**config.mk**
```make
export PLATFORM = sky130hd
export DESIGN_NAME = dpsf_host
export DESIGN_NICKNAME = d
export VERILOG_FILES = /design/src/hw/dpsf_pkg.sv /design/src/hw/dpsf_host.sv /design/src/hw/dpsf_sync.sv
export SDC_FILE = /design/constraint.sdc
export NUM_CORES = 1
export LEC_CHECK = 0
export ABC_AREA = 1
export BUFFER_PORTS_ARGS = -buffer_cell sky130_fd_sc_hd__buf_2
export CAP_MARGIN = 20
export CORE_ASPECT_RATIO = 1.25
export CORE_MARGIN = 5
export CORE_UTILIZATION = 25
export DETAILED_ROUTE_END_ITERATION = 7
export SETUP_SLACK_MARGIN = 0.1
export SLEW_MARGIN = 10
export SYNTH_ARGS = -nofsm -noshare
export SYNTH_HDL_FRONTEND = slang
export SYNTH_SLANG_ARGS = --single-unit
```
**constraint.sdc**
```tcl
create_clock -name sys_clk -period 4.7 [get_ports sys_clk]
set_clock_uncertainty 0.1 [all_clocks]
set_input_delay 0.94 -clock sys_clk [delete_from_list [all_inputs] [get_ports sys_clk]]
set_output_delay 0.94 -clock sys_clk [all_outputs]
set_load 0.005 [all_outputs]
```
**src/hw/dpsf_pkg.sv**
```systemverilog
package dpsf_pkg;
    // ------------------------------------------------------------
    // widths of the device's port
    // ------------------------------------------------------------
    localparam int DPSF_AW = 13;    // address lines of one port
    localparam int DPSF_DW = 16;    // data lines of one port
    localparam int DPSF_NFLAG = 8;  // number of token latches
    localparam int DPSF_IW = 3;     // width of flag_index_lines
    localparam int DPSF_VAL_BIT = 0; // position of flag_value_bit
    // ------------------------------------------------------------
    // flag encodings, active low
    // ------------------------------------------------------------
    localparam logic DPSF_TAKE = 1'b0; // request or owned
    localparam logic DPSF_FREE = 1'b1; // release or free
    // ------------------------------------------------------------
    // bus timing in sys_clk cycles (5 ns each)
    // ------------------------------------------------------------
    localparam int DPSF_CLK_PS = 5000;        // clock period in ps
    localparam int DPSF_T_ACC_PS = 45000;     // access time, slow grade
    localparam int DPSF_T_WP_PS = 40000;      // write pulse width
    localparam int DPSF_T_GAP_PS = 15000;     // idle between cycles
    localparam int DPSF_ACC_CYC = (DPSF_T_ACC_PS + DPSF_CLK_PS - 1) / DPSF_CLK_PS;
    localparam int DPSF_WP_CYC = (DPSF_T_WP_PS + DPSF_CLK_PS - 1) / DPSF_CLK_PS;
    localparam int DPSF_GAP_CYC = (DPSF_T_GAP_PS + DPSF_CLK_PS - 1) / DPSF_CLK_PS;
    localparam int DPSF_CW = 4;               // width of the phase counter
    localparam int DPSF_SYNC_CYC = 3;         // extra read cycles for the data synchroniser
    // ------------------------------------------------------------
    // commands from the user side
    // ------------------------------------------------------------
    typedef enum logic [1:0] {
        DPSF_CMD_ACQUIRE,   // write zero then read back
        DPSF_CMD_RELEASE,   // write one
        DPSF_CMD_POLL,      // read only
        DPSF_CMD_INIT       // write one to every flag
    } dpsf_cmd_e;
endpackage

```
**src/hw/dpsf_host.sv**
```systemverilog
`timescale 1ns/10ps
`default_nettype none
// How it works
// [RL1] flags live apart from the memory array
// [RL2] zero requests a token, one releases
// [RL3] token_space_select low selects flag space
// [RL4] only three low address lines pick flag
// [RL5] device takes only the lowest data bit
// [RL6] free flag written zero: writer reads zero
// [RL7] only owner changes a flag; release frees
// [RL8] locked-out zero waits in request latch
// [RL9] read copies flag onto all data bits
// [RL10] read value latched while select and enable
// [RL11] polling drops select between successive reads
// [RL12] acquire writes zero, then reads back
// [RL13] pending request takes token on release
// [RL14] failed request: retry reads or withdraw
// [RL15] simultaneous requests yield exactly one winner
// [RL16] flags undefined at power-up
// [RL17] init writes one to all flags
// [RL18] both selects high means port standby
// [RL19] both sides never own one flag
module dpsf_host
    import dpsf_pkg::*;
(
    // clock and reset
    input wire logic sys_clk,
    input wire logic rst_n,
    input wire logic clk_en,
    // user command port
    input wire logic cmd_valid,
    output logic cmd_ready,
    input wire dpsf_pkg::dpsf_cmd_e cmd_op,
    input wire logic [dpsf_pkg::DPSF_IW-1:0] cmd_flag,
    output logic rsp_valid,
    output logic rsp_granted,
    output logic rsp_flag_value,
    // device pins, one port
    output logic array_select_n,
    output logic token_space_select_n,
    output logic rd_wr_n,
    output logic out_enable_n,
    output logic [dpsf_pkg::DPSF_AW-1:0] addr,
    output logic [dpsf_pkg::DPSF_DW-1:0] data_out,
    output logic data_oe,
    input wire logic [dpsf_pkg::DPSF_DW-1:0] data_in
);
    import dpsf_pkg::*;

    // ------------------------------------------------------------
    // state and registers
    // ------------------------------------------------------------
    typedef enum logic [2:0] {
        DPSF_IDLE,
        DPSF_WSETUP,
        DPSF_WPULSE,
        DPSF_GAP,
        DPSF_READ,
        DPSF_DONE
    } dpsf_state_e;

    dpsf_state_e state_reg, state_next;
    logic [DPSF_CW-1:0] cnt_reg, cnt_next;    // phase counter
    dpsf_cmd_e op_reg;                        // command in progress
    logic [DPSF_IW-1:0] idx_reg;              // flag being worked on
    logic wval_reg;                           // value to write
    logic rval_reg;                           // value read back
    logic rsp_valid_reg;                      // answer strobe
    logic rsp_granted_reg;                    // acquire outcome
    logic [DPSF_DW-1:0] din_sync;             // synchronised data pins

    // ------------------------------------------------------------
    // data pins come from the device, outside our clock
    // ------------------------------------------------------------
    dpsf_sync #(.W(DPSF_DW)) u_sync (
        .sys_clk(sys_clk),
        .rst_n(rst_n),
        .clk_en(clk_en),
        .async_in(data_in),
        .sync_out(din_sync)
    );

    // ------------------------------------------------------------
    // decode helpers
    // ------------------------------------------------------------
    // true when the command begins with a write
    function automatic logic op_writes(input dpsf_cmd_e op);
        op_writes = (op != DPSF_CMD_POLL);
    endfunction
    // value driven on the write for each command; release withdraws a failed request [RL14]
    function automatic logic op_value(input dpsf_cmd_e op);
        op_value = (op == DPSF_CMD_ACQUIRE) ? DPSF_TAKE : DPSF_FREE; // [RL2]
    endfunction

    wire take_cmd = cmd_valid && cmd_ready;
    wire cnt_done = (cnt_reg == '0);
    wire last_flag = (idx_reg == DPSF_IW'(DPSF_NFLAG - 1));
    wire read_bit = din_sync[DPSF_VAL_BIT]; // [RL9] every bit carries the flag
    wire in_write = (state_reg == DPSF_WSETUP) || (state_reg == DPSF_WPULSE);
    wire in_read = (state_reg == DPSF_READ);

    assign cmd_ready = (state_reg == DPSF_IDLE);

    // ------------------------------------------------------------
    // next-state logic
    // ------------------------------------------------------------
    always_comb begin
        state_next = state_reg;
        cnt_next = cnt_reg;
        case (state_reg)
            DPSF_IDLE: begin
                if (take_cmd) begin
                    if (op_writes(cmd_op)) begin
                        state_next = DPSF_WSETUP;
                        cnt_next = DPSF_CW'(1);
                    end else begin
                        state_next = DPSF_READ; // poll reads only
                        cnt_next = DPSF_CW'(DPSF_ACC_CYC + DPSF_SYNC_CYC);
                    end
                end
            end
            DPSF_WSETUP: begin
                // address and data settle before the strobe
                state_next = DPSF_WPULSE;
                cnt_next = DPSF_CW'(DPSF_WP_CYC - 1);
            end
            DPSF_WPULSE: begin
                if (cnt_done) begin
                    state_next = DPSF_GAP;
                    cnt_next = DPSF_CW'(DPSF_GAP_CYC - 1);
                end else begin
                    cnt_next = cnt_reg - DPSF_CW'(1);
                end
            end
            DPSF_GAP: begin
                // select off between cycles so the next read relatches [RL11]
                if (!cnt_done) begin
                    cnt_next = cnt_reg - DPSF_CW'(1);
                end else if (op_reg == DPSF_CMD_ACQUIRE) begin
                    state_next = DPSF_READ; // write then read back [RL12]
                    cnt_next = DPSF_CW'(DPSF_ACC_CYC + DPSF_SYNC_CYC);
                end else if (op_reg == DPSF_CMD_INIT && !last_flag) begin
                    state_next = DPSF_WSETUP; // next flag [RL17]
                    cnt_next = DPSF_CW'(1);
                end else begin
                    state_next = DPSF_DONE;
                end
            end
            DPSF_READ: begin
                // access time plus synchroniser depth before sampling
                if (cnt_done) begin
                    state_next = DPSF_DONE;
                end else begin
                    cnt_next = cnt_reg - DPSF_CW'(1);
                end
            end
            DPSF_DONE: begin
                state_next = DPSF_IDLE;
            end
            default: begin
                state_next = DPSF_IDLE;
            end
        endcase
    end

    // ------------------------------------------------------------
    // state registers
    // ------------------------------------------------------------
    always_ff @(posedge sys_clk) begin
        if (!rst_n) begin
            state_reg <= DPSF_IDLE;
            cnt_reg <= '0;
        end else if (clk_en) begin
            state_reg <= state_next;
            cnt_reg <= cnt_next;
        end
    end

    // ------------------------------------------------------------
    // command capture and flag index walk
    // ------------------------------------------------------------
    always_ff @(posedge sys_clk) begin
        if (!rst_n) begin
            op_reg <= DPSF_CMD_POLL;
            idx_reg <= '0;
            wval_reg <= DPSF_FREE;
        end else if (clk_en) begin
            if (take_cmd) begin
                op_reg <= cmd_op;
                idx_reg <= (cmd_op == DPSF_CMD_INIT) ? '0 : cmd_flag; // [RL17]
                wval_reg <= op_value(cmd_op);
            end else if (state_reg == DPSF_GAP && cnt_done
                         && op_reg == DPSF_CMD_INIT && !last_flag) begin
                idx_reg <= idx_reg + DPSF_IW'(1);
            end
        end
    end

    // ------------------------------------------------------------
    // read sampling and answer
    // ------------------------------------------------------------
    always_ff @(posedge sys_clk) begin
        if (!rst_n) begin
            rval_reg <= DPSF_FREE;
            rsp_valid_reg <= 1'b0;
            rsp_granted_reg <= 1'b0;
        end else if (clk_en) begin
            rsp_valid_reg <= (state_next == DPSF_DONE);
            if (in_read && cnt_done) begin
                rval_reg <= read_bit;
                // zero read back means this side owns it [RL12] [RL19]
                rsp_granted_reg <= (op_reg == DPSF_CMD_ACQUIRE) && (read_bit == DPSF_TAKE);
            end else if (take_cmd) begin
                rsp_granted_reg <= 1'b0;
            end
        end
    end

    assign rsp_valid = rsp_valid_reg;
    assign rsp_granted = rsp_granted_reg;
    assign rsp_flag_value = rval_reg;

    // ------------------------------------------------------------
    // device pins
    // ------------------------------------------------------------
    // the array is never selected; flag space only [RL1] [RL18]
    assign array_select_n = 1'b1;
    assign token_space_select_n = !(in_write || in_read); // [RL3] [RL11]
    assign rd_wr_n = !(state_reg == DPSF_WPULSE);
    assign out_enable_n = !in_read; // [RL10]
    // flag index on the low lines, upper lines held at zero [RL4]
    assign addr = {{(DPSF_AW - DPSF_IW){1'b0}}, idx_reg};
    // write value on the lowest bit, copied everywhere [RL5]
    assign data_out = {DPSF_DW{wval_reg}};
    assign data_oe = in_write;
endmodule
`default_nettype wire

```
**src/hw/dpsf_sync.sv**
```systemverilog
`timescale 1ns/10ps
`default_nettype none
// three stage input synchroniser, change taken when stages 2 and 3 agree
module dpsf_sync #(
    parameter int W = 1
) (
    // clock
    input wire logic sys_clk,
    input wire logic rst_n,
    input wire logic clk_en,
    // data
    input wire logic [W-1:0] async_in,
    output logic [W-1:0] sync_out
);
    logic [W-1:0] s1_reg; // first stage, read only by s2
    logic [W-1:0] s2_reg;
    logic [W-1:0] s3_reg;
    logic [W-1:0] out_reg;
    wire [W-1:0] agree = ~(s2_reg ^ s3_reg);
    // ------------------------------------------------------------
    // shift chain and filtered output
    // ------------------------------------------------------------
    always_ff @(posedge sys_clk) begin
        if (!rst_n) begin
            s1_reg <= '0;
            s2_reg <= '0;
            s3_reg <= '0;
            out_reg <= '0;
        end else if (clk_en) begin
            s1_reg <= async_in;
            s2_reg <= s1_reg;
            s3_reg <= s2_reg;
            out_reg <= (agree & s3_reg) | (~agree & out_reg);
        end
    end
    assign sync_out = out_reg;
endmodule
`default_nettype wire

```
# == Word level (Yosys, flattened, before mapping) ==
# Cells that the tools add are included.
# totals
ff_bits,80
inputBits,25
out_inout_bits,38
wordCells,80
# op_classes
add_sub_neg,2
eq_ne,12
n_mux,22
bitwise_logic,7
reduce_logical,25
# ops
op,n
16-bit AND,2
16-bit NOT,2
3-bit 2-to-1 mux,10
4-bit 2-to-1 mux,7
4-bit one-hot mux with 5 select lines,1
16-bit bitwise OR,1
16-bit XOR,1
3-bit one-hot mux with 5 select lines,1
"3-bit equality test, second input constant",3
2-bit AND reduction,4
1-bit logical AND,7
"3-bit by 2-bit equality test with 1-bit output, second input constant",2
5-bit AND reduction,1
5-bit nonzero test,1
"2-bit equality test, second input constant",2
1-bit logical NOT,4
2-bit logical NOT,2
4-bit logical NOT,1
"2-bit inequality test, second input constant",2
"4-bit inequality test, second input constant",1
2-bit nonzero test,2
"4-bit by 1-bit subtractor with 4-bit output, second input constant",1
"3-bit by 1-bit adder with 3-bit output, second input constant",1
"3-bit by 1-bit equality test with 1-bit output, second input constant",1
other kinds (5),8

# == Longest topological paths before layout ==
# depth
word_depth,8
depth_mapped,11
ltp_nobuf,10

# == Hierarchy ==
# A second synthesis with hierarchy kept.
# hier_totals
hier_cells,535
area_unflattened_um2,3734.8
# modules_own_cells
mod,n_inst,cells_each,area_each_um2,seq_area_each_um2
dpsf_sync,1,352,2482.4,1281.2
dpsf_host,1,183,1252.5,320.3

# == Worst setup path after synthesis ==
# Ideal clock, no wire load.
# synth_path
path_kind,reg2out
start,register state_reg[2]
end,output token_space_select_n
arrival_ps,826
t_required_ps,3660
path_slack_ps,2834
stages_incl_launch_ff,5
path_buffers,0
cell_sequence,dfxtp_1 > inv_1 > nand3_1 > nand2_2 > nor2_1
# synth_between
elab_chain_cells,4
word_cells_on_any_way,6
cone_classes,eq/ne: 3; reduce/logical: 3
# synth_lines
item,line_no,text
start: declaration,dpsf_host.sv:62,"dpsf_state_e state_reg, state_next;"
start signal: assignment,dpsf_host.sv:174,state_reg <= state_next;
3-bit by 1-bit equality test with 1-bit output or 3-bit by 2-bit equality test with 1-bit output (tied branches),dpsf_host.sv:99,wire in_write = (state_reg == DPSF_WSETUP) || (state_reg == DPSF_WPULSE);
1-bit logical OR *,dpsf_host.sv:99,
via data_oe,dpsf_host.sv:45,"output logic data_oe,"
1-bit logical OR *,dpsf_host.sv:228,assign token_space_select_n = !(in_write || in_read);
1-bit logical NOT *,dpsf_host.sv:228,
end: declaration,dpsf_host.sv:40,"output logic token_space_select_n,"
# Mark *: on every way through the listed nets, which the timed path passes. The rest lies on a longest branch.

# == Final worst setup path ==
# layout_path
start,register state_reg[0]
end,output token_space_select_n
# layout_between
elab_chain_cells,4
word_cells_on_any_way,6
cone_classes,eq/ne: 3; reduce/logical: 3
# layout_lines
item,line_no
3-bit by 1-bit equality test with 1-bit output or 3-bit by 2-bit equality test with 1-bit output (tied branches),dpsf_host.sv:99
1-bit logical OR,dpsf_host.sv:99
1-bit logical OR *,dpsf_host.sv:228
1-bit logical NOT *,dpsf_host.sv:228
# Mark *: on every way between the ends. The rest lies on a longest branch, timed or not.

==> run metrics <==
Cell Area, Synth=0.00139 mm2; max reg flops=4; DR vias/cell=4.23; Internal=0.297 mW; Crit path required time=3660 ps; PortBufs=36; Synth Register Bits=20; final worst slack=2300 ps; H-tree depth=1; grt ovf=0; largest net degree at the start of global routing=18; number of library cell types mapped by synthesis=28; Design Area, Final=0.00152 mm2; Starting Density=0.258; final setup TNS=0 ps; worst slack, placed=approximately 2500 ps; Layout area overhead=9.07%; maximum vdd drop=0.000110 V; sequential area share after synthesis=0.288; clock latency on the worst-skew pair=260 ps; final net count=253; period utilization=0.511; Overall Global Routing Usage=0.0847; Max-Cap Viols=0; status=finished clean; LEAKAGE=roughly 0.71 nW; CP max FO=9; GP Congestion=0.810; Die Width=76.8 um; WS Path Type=flip-flop to output pin; placed inst area=about 0.0015 mm2; # DRC=0; Synth Instances=slightly above 200; share of layout cells above drive strength 1=0.269; row cnt=30; syn avg cell area=slightly below 7 um2; FMAX=approximately 420 MHz; RSZ-0062 raised after global routing=no; Power Dens Cells=about 280 mW/mm2; Post-DRT Antenna Nets=0; Yosys warning total=0; Clk network pwr share=0.302; Root Buffer=clkbuf_8; post-CTS setup buffers=0; Tmin final=around 2400 ps; hold slack=about 370 ps; Setup crit start kind=flip-flop; initial antenna violation count=0; initial drt markers=50; Post-Layout Cell Count=between 200 and 300; Die ar.=0.00717 mm2; TritonCTS clock tree=done; clock slew at reported path FFs=~70 ps; drt total wl=2.98 mm; # diodes=0; critical path capture point type=output pin; utilization after layout=0.281; Hold-fix buffers, CTS=0; routed wire length per instance=between 10 and 15 um; Gate power share=0.253; Max clock buf depth=2; Slew Limit Fails=0; core outline area=0.00541 mm2; Switching Share=0.312; io pins=63; placed cell count=between 200 and 300; cts repair resizes=0; total number of vias=1214; register share of total power=0.445; DRT Pass-1 Iters=4; commonest non-fill, non-tap cell in the layout=nand2_1; Num CTS Buffers=3; Sink Count=20; NetSw=0.135 mW; first-pass GRT wire length=5.04 mm; Power Total=roughly 0.43 mW; post-DP HPWL=2.42 mm; WP data arrival=approximately 1400 ps; vias in the first global route=around 1100; Die H=93.4 um; Hold Vio Cnt, Final=0; final setup fails=0; most frequent cells in the layout=39 x nand2_1, 36 x buf_2, 22 x nor2_1; HP Class=flip-flop to flip-flop
==> cells in the mapped netlist (all sizes together) <==
cell	count	area, um2
nand2	47	201
buf	29	219
nor2	28	130
dfxtp	20	400
inv	19	71.3
o21ai	19	95.1
a21oi	13	68.8
nand3	13	80.1
ha	4	50.1
conb	2	7.51
nand4	2	12.5
xor2	2	17.5
a21boi	1	7.51
a41oi	1	8.76
clkbuf	1	3.75
clkinv	1	3.75
o211ai	1	7.51
o21a	1	7.51
==> power by group through the flow <==
stage          logic, mW  clock network, mW  registers (mW)
6_report           0.109              0.131           0.193
5_1_grt            0.126              0.142           0.195
4_1_cts            0.111              0.134           0.193
3_5_place_dp       0.111                  0           0.197
3_3_place_gp       0.110                  0           0.196
2_1_floorplan     0.0984                  0           0.193
==> worst max-delay path, stage by stage (launching register included) <==
cell and delay (ps):
dfxtp_1 560, inv_1 130, nand3_1 130, nand2_2 90, nor2_1 90, buf_2 120
==> cell type report <==
class                           count  area, um2
Fill cell                         607       3890
Tap cell                           64       80.1
Multi-Input combinational cell    143        728
Clock buffer                        4       55.1
Sequential cell                    20        400
Inverter                           20       75.1
Timing Repair Buffer               36        180
==> cells by family (layout without fill, tap and decap cells) <==
| family | after synthesis | after routing | share of synthesized area |
|---|---|---|---|
| DFF | 20 | 20 | 0.288 |
| adders and majority gates | 4 | 4 | 0.0359 |
| other | 2 | 11 | 0.00539 |
| buffers and inverters | 50 | 60 | 0.214 |
| AOI/OAI and AO/OA | 36 | 36 | 0.140 |
| and+or+nand+nor | 90 | 90 | 0.305 |
| xor gates and xnor gates | 2 | 2 | 0.0126 |
==> layer usage <==
layer / GRT usage / up-vias / routed length [um]
met2: 0.144 / 26 / 1460
met1: 0.103 / 533 / 1330
li1: - / 650 / -
met5: 0 / - / 0
met4: 0.0350 / 0 / 52
met3: 0.0173 / 5 / 149
==> final timing paths <==
check	startpoint	end	slack, ps	cells after the start
hold / removal	rsp_valid	rsp_valid	370	2
setup reg to reg	idx_reg[0]	cnt_reg[3]	3050	10
hold reg to reg	rsp_valid	rsp_valid	370	2
setup / recovery	state_reg[0]	token_space_select_n	2300	5
(Power assumes the default switching activity.)
